File: src/rtl/tfss_pkg.sv
// constants, carriers and timing figures of the token frame send sequencer
// assumes one 250 MHz system clock; every user of it imports tfss_pkg::*
// Function
// - no pending data: send token frame alone
// - separate token: one cyclic frame, then token
// - separate token: all cyclic fragments, then token
// - message only: message first, then pass token
// - separate token: message, cyclic, then token
// - message, every cyclic fragment, token last
// - attached token rides in final cyclic frame
// - attached: message, then cyclic frame with token
// - wait minimum frame interval before each frame
// - one network interval, largest among participating nodes
// - split cyclic data above per-frame byte limit
// - three missed token frames mark node separated
// - 100 Mbps hold time formula
// - 10 Mbps hold time formula
// - second variant hold time formula
// - interval above hold time: refresh from frames
// - refresh interval is maximum of node settings
// - take token only when destination is own node
package tfss_pkg;

  // ----------------------------------------------------------------
  // widths
  // ----------------------------------------------------------------
  localparam int NODE_W = 8;
  localparam int INTV_W = 8;
  localparam int BYTE_W = 16;
  localparam int FRAG_W = 8;
  localparam int TIME_W = 32;

  // ----------------------------------------------------------------
  // timing: clock period and interval step, cycles derived
  // ----------------------------------------------------------------
  localparam longint CLK_PERIOD_PS = 4000;
  localparam longint INTV_STEP_PS = 100000000; // 0.1 ms per setting step
  localparam int INTV_STEP_CYCLES =
    int'((INTV_STEP_PS + CLK_PERIOD_PS - 1) / CLK_PERIOD_PS);

  // ----------------------------------------------------------------
  // framing and separation figures
  // ----------------------------------------------------------------
  localparam logic [BYTE_W:0] FRAME_LIMIT_BYTES = 17'h00400;
  localparam int FRAME_LIMIT_SHIFT = 10;
  localparam logic [1:0] MISS_LIMIT = 2'h3;

  // ----------------------------------------------------------------
  // hold time terms in units of 0.0001 ms
  // ----------------------------------------------------------------
  localparam logic [TIME_W-1:0] HOLD_BASE_100 = 32'h000032C8; // 1.3
  localparam logic [TIME_W-1:0] HOLD_WORD_100 = 32'h00000016; // 0.0022
  localparam logic [TIME_W-1:0] HOLD_BASE_10 = 32'h00004268; // 1.7
  localparam logic [TIME_W-1:0] HOLD_WORD_10 = 32'h00000020; // 0.0032
  localparam logic [TIME_W-1:0] HOLD_BASE_V2 = 32'h000034BC; // 1.35
  localparam logic [TIME_W-1:0] HOLD_WORD_V2 = 32'h00000020; // 0.0032
  // one setting step divided by ten in ms is 0.1 ms = 1000 units
  localparam logic [TIME_W-1:0] INTV_STEP_UNITS = 32'h000003E8;

  // ----------------------------------------------------------------
  // frame kinds and carriers
  // ----------------------------------------------------------------
  typedef enum logic [1:0] {
    KIND_TOKEN  = 2'b00,
    KIND_CYCLIC = 2'b01,
    KIND_MSG    = 2'b10
  } tfss_kind_t;

  typedef struct packed {
    logic valid;
    logic [NODE_W-1:0] src;
    logic [NODE_W-1:0] dst;
  } tfss_tok_t;

  typedef struct packed {
    tfss_kind_t kind;
    logic tokenAttached;
    logic [FRAG_W-1:0] fragIdx;
    logic fragLast;
    logic [NODE_W-1:0] destNode;
  } tfss_frame_t;

  typedef enum logic [1:0] {
    ST_IDLE = 2'b00,
    ST_GAP  = 2'b01,
    ST_SEND = 2'b10,
    ST_DONE = 2'b11
  } tfss_state_t;

endpackage

File: src/rtl/tfss_sep_monitor.sv
// per-node separation monitor: counts consecutive missed token frames
// assumes token events and rotation ticks come from clk_sys logic
`timescale 1ns/1ps
module tfss_sep_monitor
  import tfss_pkg::*;
#(
  parameter int NODE_CNT = 255
)
(
  input wire logic clk_sys, // system clock
  input wire logic resetn, // async reset, active low
  input wire logic tokSeen, // a token frame was received
  input wire logic [NODE_W-1:0] tokSrc, // sender of that frame
  input wire logic roundTick, // one rotation finished
  input wire logic tokTimeout, // holder overran monitoring time
  input wire logic [NODE_W-1:0] holderNode, // node believed to hold token
  input wire logic [NODE_CNT-1:0] memberMask, // participating nodes
  output logic [NODE_CNT-1:0] separated // separated node flags
);

  // ----------------------------------------------------------------
  // one entry per node number
  // ----------------------------------------------------------------
  genvar i;
  generate
    for (i = 0; i < NODE_CNT; i++)
    begin : gNode
      logic sent_q, sent_d;
      logic [1:0] miss_q, miss_d;
      logic sep_q, sep_d;
      logic hit, missEvt;

      // a sighting wins over a miss in the same cycle
      always_comb
      begin
        hit = tokSeen && (tokSrc == NODE_W'(i));
        missEvt = (roundTick && memberMask[i] && !sent_q) ||
                  (tokTimeout && (holderNode == NODE_W'(i)));
        sent_d = roundTick ? 1'b0 : sent_q;
        miss_d = miss_q;
        sep_d = sep_q;
        if (hit)
        begin
          sent_d = 1'b1;
          miss_d = 2'h0;
          sep_d = 1'b0;
        end
        else if (missEvt && miss_q != MISS_LIMIT)
        begin
          miss_d = miss_q + 2'h1;
          sep_d = (miss_q + 2'h1) == MISS_LIMIT;
        end
      end

      always_ff @(posedge clk_sys or negedge resetn)
      begin
        if (!resetn)
        begin
          sent_q <= 1'b0;
          miss_q <= 2'h0;
          sep_q <= 1'b0;
        end
        else
        begin
          sent_q <= sent_d;
          miss_q <= miss_d;
          sep_q <= sep_d;
        end
      end

      assign separated[i] = sep_q;
    end
  endgenerate

endmodule

File: src/rtl/tfss_hold_calc.sv
// token hold time and interval-bound refresh cycle calculator
// assumes inputs are steady for a cycle; results are registered
`timescale 1ns/1ps
module tfss_hold_calc
  import tfss_pkg::*;
(
  input wire logic clk_sys, // system clock
  input wire logic resetn, // async reset, active low
  input wire logic speed100, // 1: 100 Mbps, 0: 10 Mbps
  input wire logic variant2, // second module variant
  input wire logic [BYTE_W-1:0] cycBytes, // local cyclic bytes
  input wire logic [FRAG_W-1:0] localFrames, // local cyclic frames
  input wire logic [INTV_W-1:0] netInterval, // interval, 0.1 ms steps
  input wire logic [15:0] totalFrames, // frames of whole network
  output logic [TIME_W-1:0] holdTime, // 0.0001 ms units
  output logic [TIME_W-1:0] refreshCycleTime, // 0.0001 ms units
  output logic rcFromInterval // refresh bound by interval
);

  logic [TIME_W-1:0] hold_q, hold_d;
  logic [TIME_W-1:0] rc_q, rc_d;
  logic rcInt_q, rcInt_d;
  logic [TIME_W-1:0] base, perWord, words, intvUnits, gaps;

  // ----------------------------------------------------------------
  // formulas; words are bytes over two, interval steps are 0.1 ms
  // ----------------------------------------------------------------
  always_comb
  begin
    if (variant2)
    begin
      base = HOLD_BASE_V2;
      perWord = HOLD_WORD_V2;
    end
    else if (speed100)
    begin
      base = HOLD_BASE_100;
      perWord = HOLD_WORD_100;
    end
    else
    begin
      base = HOLD_BASE_10;
      perWord = HOLD_WORD_10;
    end
    words = TIME_W'(cycBytes >> 1);
    intvUnits = TIME_W'(netInterval) * INTV_STEP_UNITS;
    gaps = (localFrames == '0) ? '0 : TIME_W'(localFrames - FRAG_W'(1));
    hold_d = base + words * perWord + gaps * intvUnits;
    // interval longer than hold time: refresh set by frame gaps
    rcInt_d = intvUnits > hold_d;
    rc_d = rcInt_d ? TIME_W'(totalFrames) * intvUnits : '0;
  end

  always_ff @(posedge clk_sys or negedge resetn)
  begin
    if (!resetn)
    begin
      hold_q <= '0;
      rc_q <= '0;
      rcInt_q <= 1'b0;
    end
    else
    begin
      hold_q <= hold_d;
      rc_q <= rc_d;
      rcInt_q <= rcInt_d;
    end
  end

  assign holdTime = hold_q;
  assign refreshCycleTime = rc_q;
  assign rcFromInterval = rcInt_q;

endmodule

File: src/rtl/tfss_top.sv
// token frame send sequencer: orders message, cyclic and token frames
// assumes received token frames, pending flags and the frame sender
// all live on clk_sys; the sender pulses txDone when a frame has left
`timescale 1ns/1ps
module tfss_top
  import tfss_pkg::*;
#(
  parameter int NODE_CNT = 255,
  parameter int STEP_CYCLES = INTV_STEP_CYCLES
)
(
  input wire logic clk_sys, // system clock, 250 MHz
  input wire logic resetn, // async reset, active low
  input wire logic [NODE_W-1:0] ownNode, // local node number
  input wire logic [NODE_W-1:0] nextNode, // token successor
  input wire logic attachMode, // 1: token rides in last cyclic
  input wire logic speed100, // 1: 100 Mbps link
  input wire logic variant2, // second module variant
  input wire logic [INTV_W-1:0] intvSetting, // own interval, 0.1 ms
  input wire logic peerIntvValid, // peer interval report strobe
  input wire logic [INTV_W-1:0] peerIntv, // peer interval setting
  input wire logic memberChange, // node joined or left
  input wire logic [NODE_CNT-1:0] memberMask, // participating nodes
  input wire tfss_tok_t rxTok, // received token frame
  input wire logic tokTimeout, // token monitoring time expired
  input wire logic cycPending, // cyclic data waiting
  input wire logic [BYTE_W-1:0] cycBytes, // cyclic data size
  input wire logic msgPending, // message frame waiting
  input wire logic [15:0] totalFrames, // frames of whole network
  output logic txValid, // frame request to sender
  output tfss_frame_t txFrame, // frame descriptor
  input wire logic txReady, // sender takes the request
  input wire logic txDone, // frame fully transmitted
  output logic tokenHeld, // node holds the token
  output logic [INTV_W-1:0] netInterval, // network interval
  output logic [TIME_W-1:0] holdTime, // hold time, 0.0001 ms
  output logic [TIME_W-1:0] refreshCycleTime, // refresh, 0.0001 ms
  output logic rcFromInterval, // refresh bound by interval
  output logic [NODE_CNT-1:0] separated // separated node flags
);

  // ----------------------------------------------------------------
  // state
  // ----------------------------------------------------------------
  tfss_state_t state_q, state_d;
  logic msgLeft_q, msgLeft_d;
  logic [FRAG_W-1:0] cycLeft_q, cycLeft_d;
  logic [FRAG_W-1:0] cycTotal_q, cycTotal_d;
  logic tokLeft_q, tokLeft_d;
  logic [TIME_W-1:0] gapCnt_q, gapCnt_d;
  logic txValid_q, txValid_d;
  tfss_frame_t frame_q, frame_d;
  logic held_q, held_d;
  logic [INTV_W-1:0] netIntv_q, netIntv_d;
  logic [NODE_W-1:0] holder_q, holder_d;

  logic [FRAG_W-1:0] fragsNow;
  logic [BYTE_W:0] bytesRound;
  logic tokForUs;
  logic [TIME_W-1:0] gapLoad;
  tfss_frame_t pick;

  // ----------------------------------------------------------------
  // cyclic fragment count: ceiling of size over frame limit
  // ----------------------------------------------------------------
  always_comb
  begin
    bytesRound = {1'b0, cycBytes} + FRAME_LIMIT_BYTES - 17'h00001;
    fragsNow = '0;
    if (cycPending)
    begin
      fragsNow = FRAG_W'(bytesRound >> FRAME_LIMIT_SHIFT);
      if (fragsNow == '0)
        fragsNow = FRAG_W'(1); // empty cyclic area still sends a frame
    end
  end

  // only a token addressed to us makes us the holder
  assign tokForUs = rxTok.valid && (rxTok.dst == ownNode);

  // gap in cycles; a zero setting still costs one cycle
  assign gapLoad = TIME_W'(netIntv_q) * TIME_W'(STEP_CYCLES);

  // ----------------------------------------------------------------
  // next frame: message first, then cyclic fragments, token last
  // ----------------------------------------------------------------
  always_comb
  begin
    pick = '0;
    pick.destNode = nextNode;
    if (msgLeft_q)
    begin
      pick.kind = KIND_MSG;
    end
    else if (cycLeft_q != '0)
    begin
      pick.kind = KIND_CYCLIC;
      pick.fragIdx = cycTotal_q - cycLeft_q;
      pick.fragLast = (cycLeft_q == FRAG_W'(1));
      // attached mode: final fragment carries the token
      pick.tokenAttached = attachMode && pick.fragLast;
    end
    else
    begin
      pick.kind = KIND_TOKEN;
      pick.fragLast = 1'b1;
    end
  end

  // ----------------------------------------------------------------
  // network interval: restart from own value on membership change,
  // then keep the largest reported by participating peers
  // ----------------------------------------------------------------
  always_comb
  begin
    netIntv_d = netIntv_q;
    if (memberChange)
      netIntv_d = intvSetting;
    else if (peerIntvValid && peerIntv > netIntv_q)
      netIntv_d = peerIntv;
    if (!memberChange && intvSetting > netIntv_d)
      netIntv_d = intvSetting;
  end

  // ----------------------------------------------------------------
  // send sequencer
  // ----------------------------------------------------------------
  always_comb
  begin
    state_d = state_q;
    msgLeft_d = msgLeft_q;
    cycLeft_d = cycLeft_q;
    cycTotal_d = cycTotal_q;
    tokLeft_d = tokLeft_q;
    gapCnt_d = gapCnt_q;
    txValid_d = txValid_q;
    frame_d = frame_q;
    held_d = held_q;
    holder_d = holder_q;
    // track the current holder for timeout blame
    if (rxTok.valid)
      holder_d = rxTok.dst;
    unique case (state_q)
      ST_IDLE:
      begin
        // a token seen while busy is ignored; one token per turn
        if (tokForUs)
        begin
          held_d = 1'b1;
          msgLeft_d = msgPending;
          cycLeft_d = fragsNow;
          cycTotal_d = fragsNow;
          // attached mode with cyclic data needs no separate token
          tokLeft_d = !(attachMode && cycPending);
          gapCnt_d = gapLoad;
          state_d = ST_GAP;
        end
      end
      ST_GAP:
      begin
        // hold off until the minimum frame interval has elapsed
        if (gapCnt_q <= TIME_W'(1))
        begin
          frame_d = pick;
          txValid_d = 1'b1;
          state_d = ST_SEND;
        end
        else
          gapCnt_d = gapCnt_q - TIME_W'(1);
      end
      ST_SEND:
      begin
        if (txReady)
        begin
          txValid_d = 1'b0;
          // retire the launched frame from the plan
          unique case (frame_q.kind)
            KIND_MSG: msgLeft_d = 1'b0;
            KIND_CYCLIC: cycLeft_d = cycLeft_q - FRAG_W'(1);
            default: tokLeft_d = 1'b0;
          endcase
          if (frame_q.tokenAttached)
            tokLeft_d = 1'b0;
          state_d = ST_DONE;
        end
      end
      ST_DONE:
      begin
        // the token goes only after the frame has left the wire
        if (txDone)
        begin
          if (!msgLeft_q && cycLeft_q == '0 && !tokLeft_q)
          begin
            held_d = 1'b0;
            state_d = ST_IDLE;
          end
          else
          begin
            gapCnt_d = gapLoad;
            state_d = ST_GAP;
          end
        end
      end
    endcase
  end

  always_ff @(posedge clk_sys or negedge resetn)
  begin
    if (!resetn)
    begin
      state_q <= ST_IDLE;
      msgLeft_q <= 1'b0;
      cycLeft_q <= '0;
      cycTotal_q <= '0;
      tokLeft_q <= 1'b0;
      gapCnt_q <= '0;
      txValid_q <= 1'b0;
      frame_q <= '0;
      held_q <= 1'b0;
      holder_q <= '0;
      netIntv_q <= '0;
    end
    else
    begin
      state_q <= state_d;
      msgLeft_q <= msgLeft_d;
      cycLeft_q <= cycLeft_d;
      cycTotal_q <= cycTotal_d;
      tokLeft_q <= tokLeft_d;
      gapCnt_q <= gapCnt_d;
      txValid_q <= txValid_d;
      frame_q <= frame_d;
      held_q <= held_d;
      holder_q <= holder_d;
      netIntv_q <= netIntv_d;
    end
  end

  assign txValid = txValid_q;
  assign txFrame = frame_q;
  assign tokenHeld = held_q;
  assign netInterval = netIntv_q;

  // ----------------------------------------------------------------
  // timing figures and separation tracking
  // ----------------------------------------------------------------
  tfss_hold_calc uCalc (
    .clk_sys(clk_sys),
    .resetn(resetn),
    .speed100(speed100),
    .variant2(variant2),
    .cycBytes(cycBytes),
    .localFrames(fragsNow),
    .netInterval(netIntv_q),
    .totalFrames(totalFrames),
    .holdTime(holdTime),
    .refreshCycleTime(refreshCycleTime),
    .rcFromInterval(rcFromInterval)
  );

  // a rotation ends each time the token reaches this node
  tfss_sep_monitor #(.NODE_CNT(NODE_CNT)) uSep (
    .clk_sys(clk_sys),
    .resetn(resetn),
    .tokSeen(rxTok.valid),
    .tokSrc(rxTok.src),
    .roundTick(tokForUs),
    .tokTimeout(tokTimeout),
    .holderNode(holder_q),
    .memberMask(memberMask),
    .separated(separated)
  );

endmodule

File: config.mk
export PLATFORM = sky130hd
export DESIGN_NAME = tfss_top
export DESIGN_NICKNAME = d
export VERILOG_FILES = /design/src/rtl/tfss_pkg.sv /design/src/rtl/tfss_sep_monitor.sv /design/src/rtl/tfss_hold_calc.sv /design/src/rtl/tfss_top.sv
export SDC_FILE = /design/constraint.sdc
export NUM_CORES = 2
export LEC_CHECK = 0
export ABC_AREA = 0
export BUFFER_PORTS_ARGS = -buffer_cell sky130_fd_sc_hd__buf_2
export CAP_MARGIN = 20
export CELL_PAD_IN_SITES_DETAIL_PLACEMENT = 1
export CELL_PAD_IN_SITES_GLOBAL_PLACEMENT = 2
export CORE_ASPECT_RATIO = 1.75
export CORE_MARGIN = 1
export CORE_UTILIZATION = 42
export CTS_BUF_LIST = sky130_fd_sc_hd__clkbuf_4 sky130_fd_sc_hd__clkbuf_8 sky130_fd_sc_hd__clkbuf_16
export DETAILED_ROUTE_END_ITERATION = 8
export PLACE_DENSITY_LB_ADDON = 0.05
export SETUP_SLACK_MARGIN = 0.1
export SLEW_MARGIN = 20
export SYNTH_ARGS = -nofsm -noshare
export SYNTH_HDL_FRONTEND = slang
export SYNTH_SLANG_ARGS = --single-unit
File: constraint.sdc
create_clock -name clk_sys -period 38.4 [get_ports clk_sys]
set_input_delay 7.68 -clock clk_sys [delete_from_list [all_inputs] [get_ports clk_sys]]
set_output_delay 7.68 -clock clk_sys [all_outputs]
set_load 0.03 [all_outputs]
=== After elaboration in Yosys (flattened, before gate mapping) ===
Cells that the tools add are included.

* Mux-type cells: 1323
* $lt $le $gt $ge: 4
* Reductions and logical operators: 2327
* $mul: 5
* $add $sub $neg: 263
* Equal/unequal tests: 1035

{| class="wikitable"
|+ Operators by type and width
! operator !! number
|-
| $eq 8x8->1 const B || 254
|-
| $logic_and 1x1->1 || 1282
|-
| $mux 2 || 515
|-
| $reduce_bool 2->1 || 513
|-
| $eq 8x7->1 const B || 128
|-
| $mux 1 || 781
|-
| $ne 2x2->1 const B || 261
|-
| $eq 2x2->1 const B || 258
|-
| $eq 8x6->1 const B || 64
|-
| $add 2x1->2 const B || 255
|-
| $logic_not 1->1 || 259
|-
| $eq 8x5->1 const B || 32
|-
| $logic_or 1x1->1 || 255
|-
| $mux 32 || 6
|-
| $eq 8x4->1 const B || 16
|-
| $pmux 32 s3 || 1
|-
| $add 32x32->32 || 2
|-
| $eq 8x3->1 const B || 8
|-
| $mux 8 || 7
|-
| $logic_not 8->1 || 5
|-
| $eq 8x2->1 const B || 4
|-
| $gt 18x32->1 || 1
|-
| $le 32x1->1 const B || 1
|-
| $mul 32x15->29 || 1
|-
| 32 further kinds || 48
|}

* Word-level logic and storage cells: 5740
* Bits of input ports: 348
* Register bits after elaboration: 1175

=== Longest topological paths before layout ===
* Depth in word-level cells: 11
* Mapped depth: 49
* Gate-level depth less buffers: 47

=== Hierarchy ===
From an unflattened synthesis, not the netlist that was laid out.

* Cells, all modules: 8666
* Area total of the unflattened synthesis: 87894.3 sq um

{| class="wikitable"
|+ Modules (own cells, without submodules)
! module !! instances !! seq. area each (sq um) !! area an instance (sq um) !! cells an instance
|-
| tfss_sep_monitor || 1 || 25524.5 || 59145.5 || 5495
|-
| tfss_hold_calc || 1 || 1526.5 || 21592.0 || 2370
|-
| tfss_top || 1 || 2227.1 || 7156.9 || 801
|}

=== Worst setup path before layout ===
OpenSTA, ideal clock, no wires.

* Path kind: input port to flip-flop
* Start point: input cycBytes[13]
* End point: register uCalc.rc_q[28], in the netlist uCalc.refreshCycleTime[28]
* Arrival time: 17649 ps
* Slack: 20656 ps
* Stages: 42
* Path through: clkbuf_1 nor4_1 nor2b_1 nor3_1 or3_1 clkbuf_1 ha_1 a21boi_0 a311oi_1 clkbuf_1 nand2_1 fa_1 inv_1 fa_1 inv_1 fa_1 inv_1 fa_1 [6 not listed] o21a_1 a211o_1 and2_4 or3_1 xor2_1 ha_1 ha_1 a21o_1 a21oi_1 o21ai_0 a31oi_1 nor2_1 xnor2_1 or4_1 a2111oi_0 or4b_4 buf_6 nor4b_2

* Longest elaborated chain between the ends: 11
* Elaborated cells between the ends (all ways): 14
* Those cells by class: add/sub (5); mul (2); order compare (1); mux (4); reduce/logical (2)

{| class="wikitable"
|+ Ends and longest elaborated chain
! element !! RTL line !! source
|-
| start: declaration || tfss_top.sv:27 || <nowiki>input wire logic [BYTE_W-1:0] cycBytes,</nowiki>
|-
| $add 16x11->17 || tfss_top.sv:68 || <nowiki>bytesRound = {1'b0, cycBytes} + FRAME_LIMIT_BYTES - 17'h00001;</nowiki>
|-
| $sub 17x1->17 || tfss_top.sv:68 ||
|-
| $logic_not 8->1 || tfss_top.sv:73 || <nowiki>if (fragsNow == '0)</nowiki>
|-
| $mux 7 || tfss_top.sv:73 ||
|-
| $mux 8 || tfss_top.sv:70 || <nowiki>if (cycPending)</nowiki>
|-
| $sub 8x1->9 / $logic_not 8->1 (equally long branches) || tfss_hold_calc.sv:47 || <nowiki>gaps = (localFrames == '0) ? '0 : TIME_W'(localFrames - FRAG_W'(1));</nowiki>
|-
| $mux 32 || tfss_hold_calc.sv:47 ||
|-
| $mul 32x15->29 || tfss_hold_calc.sv:48 || <nowiki>hold_d = base + words * perWord + gaps * intvUnits;</nowiki>
|-
| $add 32x32->32 (*) || tfss_hold_calc.sv:48 ||
|-
| named net uCalc.hold_d[23] || tfss_hold_calc.sv:20 || <nowiki>logic [TIME_W-1:0] hold_q, hold_d;</nowiki>
|-
| $gt 18x32->1 (*) || tfss_hold_calc.sv:50 || <nowiki>rcInt_d = intvUnits > hold_d;</nowiki>
|-
| $mux 32 (*) || tfss_hold_calc.sv:51 || <nowiki>rc_d = rcInt_d ? TIME_W'(totalFrames) * intvUnits : '0;</nowiki>
|-
| named net uCalc.rc_d[28] || tfss_hold_calc.sv:21 || <nowiki>logic [TIME_W-1:0] rc_q, rc_d;</nowiki>
|-
| end signal: assignment || tfss_hold_calc.sv:65 || <nowiki>rc_q <= rc_d;</nowiki>
|-
| end: declaration || tfss_hold_calc.sv:21 ||
|}

The timed path passes the listed nets; every way through them passes the cells marked *.
A chain may end at the register's enable or synchronous reset.

=== Worst setup path in the final report ===
* Start point: input cycBytes[2]
* End point: register uCalc.rc_q[31], in the netlist uCalc.refreshCycleTime[31]

Same word-level chain as after synthesis.

==> reports/results.txt <==
Met2 WL = 141 mm
# clock sinks = 1,170
TNS Setup = 0 ns
Largest cells by area after synthesis = dfrtp_1 (36%), ha_1 (13%), fa_1 (10%)
CP max stage delay = 0.83 ns
Area of the die = 196,000 um^2
Worst-skew pair later-pin latency = 0.75 ns
I/O Buffers = 693
Area Overhead vs Synth = 11.1%
Number of gates resized after cts = 0
Hold Worst Slack = 0.465 ns
Fin worst setup slack = 18.82 ns
Mapped cell area = 81,700 um^2
CTS tree = yes
Cell count after synthesis = 8,399
Prevailing post-synth register cell = dfrtp_1
Post-layout min period = 19.58 ns
Final Instance Count excl. Fillers = 11,500
Worst min path class = reg -> reg
# nets final = 10,500
Synth top area share = 35.8%
Leading area contributor after synthesis = dfrtp_1
Crit path to = uCalc.refreshCycleTime[31]$_DFF_PN0_
Vias in the first global route = 66,700
Met1 wire length = 108 mm
First-pass GRT wire length = 419 mm
WL met3 = 17.4 mm
Most used cell, CP = ha_1
DRT Pass-1 Iters = 5
Crit-path slowest cell = nor2_1
Critical path arrival = 20.19 ns
Clock slew at reported path FFs = 0.06 ns
Synthesized flop and latch total = 1,170
GRT Total Usage = 28.6%
Layout cells sized above 1 = 12.6%
Area of the multi-input gates = 45,800 um^2
Placed Cells = 11,300
RR Startpoint = netInterval[1]$_DFF_PN0_
CTS HTree Levels = 3
DRT iter0 DRCs = 2,480
DP Wirelength = 211 mm
Die W = 335 um
Status = completed
Critical Path Source = cycBytes[2]
FF/Latch Area = 29,300 um^2
Most common cell in the netlist = nor2_1
R2r worst-path depth = 42
Async SR Flop Fraction = 100%
Fin crit share = 51.0%
Filler Cell Count = 22,000
Placer congestion estimate = 0.885
Core Box Area = 193,000 um^2
Max_slew headroom = 27.0%
Worst Tran Pin Value = 1.07 ns
WL per Instance = 24.1 um
Max Fanout on Critical Path = 30
EDFF count, synth = 0
RSZ-0062 raised after global routing = false
Setup repair bufs after CTS = 0
Initial antenna violation count = 63
Top Family by Delay on Critical Path = simple AND/OR/NAND/NOR gates
Cts hold-fix bufs = 0
Initial cell density of the core = 42.4%
Req. time, crit path = 39.01 ns
Crit path buf inv count = 5
R2R Path End = uCalc.refreshCycleTime[31]$_DFF_PN0_
Die Span Y = 586 um
Synth unique cells = 87
Max cap viols = 0
CTS Root Cell = clkbuf_16
Cell depth of the worst setup path = 43
Synth warn = 0
Residual DRC count = 0
Layout Skew = 0.0436 ns
Largest net degree at the start of global routing = 165
Worst R2R Setup Slack = 23.54 ns
Buffer depth of the longest clock path = 3
Detailed-route wire length = 278 mm
Uppermost routed layer = met5
Vias per cell = 5.24
Via count = 60,500
Pre-CTS setup slack = 18.06 ns
Post-synthesis sequential area ratio = 35.8%
I/O Pins = 698
Setup Viol. Count Final = 0
Max Fclk = 51.1 MHz
GRT overflow = 0
Top cells by count, synth = nor2_1 (1,180), dfrtp_1 (1,170), inv_1 (1,110)
CP Capture Type = flip-flop
Pins over their slew limit = 0
Crit path kind = in -> reg
CTS Buf Count = 118
Cell row count = 213
Detail Route Antenna Nets = 0
Syn_area_per_cell = 9.73 um^2
Final Hold Fails = 0
CP Launch Type = input pin
-- through the flow --
| stage | util [%] | cell area (um^2) |
|---|---|---|
| 2_1_floorplan | - | 81800 |
| 3_3_place_gp | 44.9 | 86700 |
| 3_5_place_dp | 44.9 | 86700 |
| 6_report | 47.1 | 90800 |
| 4_1_cts | 47.0 | 90800 |
| 5_1_grt | 47.0 | 90800 |
-- sequential cells by signal, summed over array words and instances (netlist names), 8 cells and up --
name	cells
cycLeft_q	8
gapCnt_q	32
holder_q	8
netInterval	8
txFrame	20
uCalc.holdTime	31
uCalc.refreshCycleTime	29
uSep.gNode.miss_q	510
uSep.gNode.sent_q	255
uSep.gNode.sep_q	255
-- logic make-up after synthesis --
group           Yosys count  synth area share [%]
compound gates          940                  7.37
xor+xnor                395                  4.25
fa+ha+maj              1270                  23.2
buf+inv                1605                  8.60
flops                  1170                  35.8
mux                     543                  6.69
other cells               2               0.00919
simple gates           2474                  14.1
-- layer usage --
metal / GRT usage (%) / vias up
met2: 51.4 / 1202
met3: 5.63 / 400
met4: 10.3 / 48
met5: 0 / -
li1: - / 27600
met1: 33.5 / 31200
-- worst register-to-register path: cells and delay by family, from the launching register on --
kind / cells / cell delay [ns]
fa+ha+maj: 14 / 6.36
simple gates: 10 / 2.99
compound gates: 9 / 2.40
mux: 1 / 0.88
buf+inv: 5 / 0.84
xor+xnor: 3 / 0.64
flops: 1 / 0.60
-- cell type report --
class | instances | area share [%]
multi-input cells | 5656 | 50.4
diodes | 23 | 0.0634
repair buffers | 787 | 4.65
clock inverters | 38 | 0.463
clock buffers | 180 | 3.99
flip-flops and latches | 1170 | 32.2
inverters | 1112 | 4.60
well taps | 2580 | 3.55
-- worst min-delay path by stage --
stage / from / end / slack, ns / cells after the start
2_1_floorplan: uSep.gNode[0].sent_q$_DFFE_PN0P_ / uSep.gNode[0].sent_q$_DFFE_PN0P_ / 0.44 / 1
3_3_place_gp: uSep.gNode[224].sent_q$_DFFE_PN0P_ / uSep.gNode[224].sent_q$_DFFE_PN0P_ / 0.45 / 1
3_5_place_dp: uSep.gNode[74].sent_q$_DFFE_PN0P_ / uSep.gNode[74].sent_q$_DFFE_PN0P_ / 0.46 / 1
4_1_cts: uSep.gNode[161].sent_q$_DFFE_PN0P_ / uSep.gNode[161].sent_q$_DFFE_PN0P_ / 0.47 / 1
5_1_grt: uSep.gNode[2].sent_q$_DFFE_PN0P_ / uSep.gNode[2].sent_q$_DFFE_PN0P_ / 0.48 / 1
6_report: uSep.gNode[213].sent_q$_DFFE_PN0P_ / uSep.gNode[213].sent_q$_DFFE_PN0P_ / 0.47 / 1
-- placed cells by master, fill, tap and decap left out, types with 25 or more instances in the layout --
master,n
and2_1,169
fa_1,407
clkbuf_4,31
o21ai_0,93
a32oi_1,25
nand3_1,44
a21o_1,297
xnor2_1,339
mux2i_1,521
ha_1,863
nor2_1,1168
nor2b_1,43
nand2_1,559
xor2_1,48
buf_2,692
nor3_1,56
conb_1,34
nand3b_1,234
buf_4,91
nor4_2,26
dfrtp_1,1170
nand2b_1,26
inv_1,1110
clkbuf_16,119
a21oi_1,359
clkbuf_8,30
Power is not shown: default switching activity piles up to over one toggle a cycle in this logic, so the estimate is an artifact.
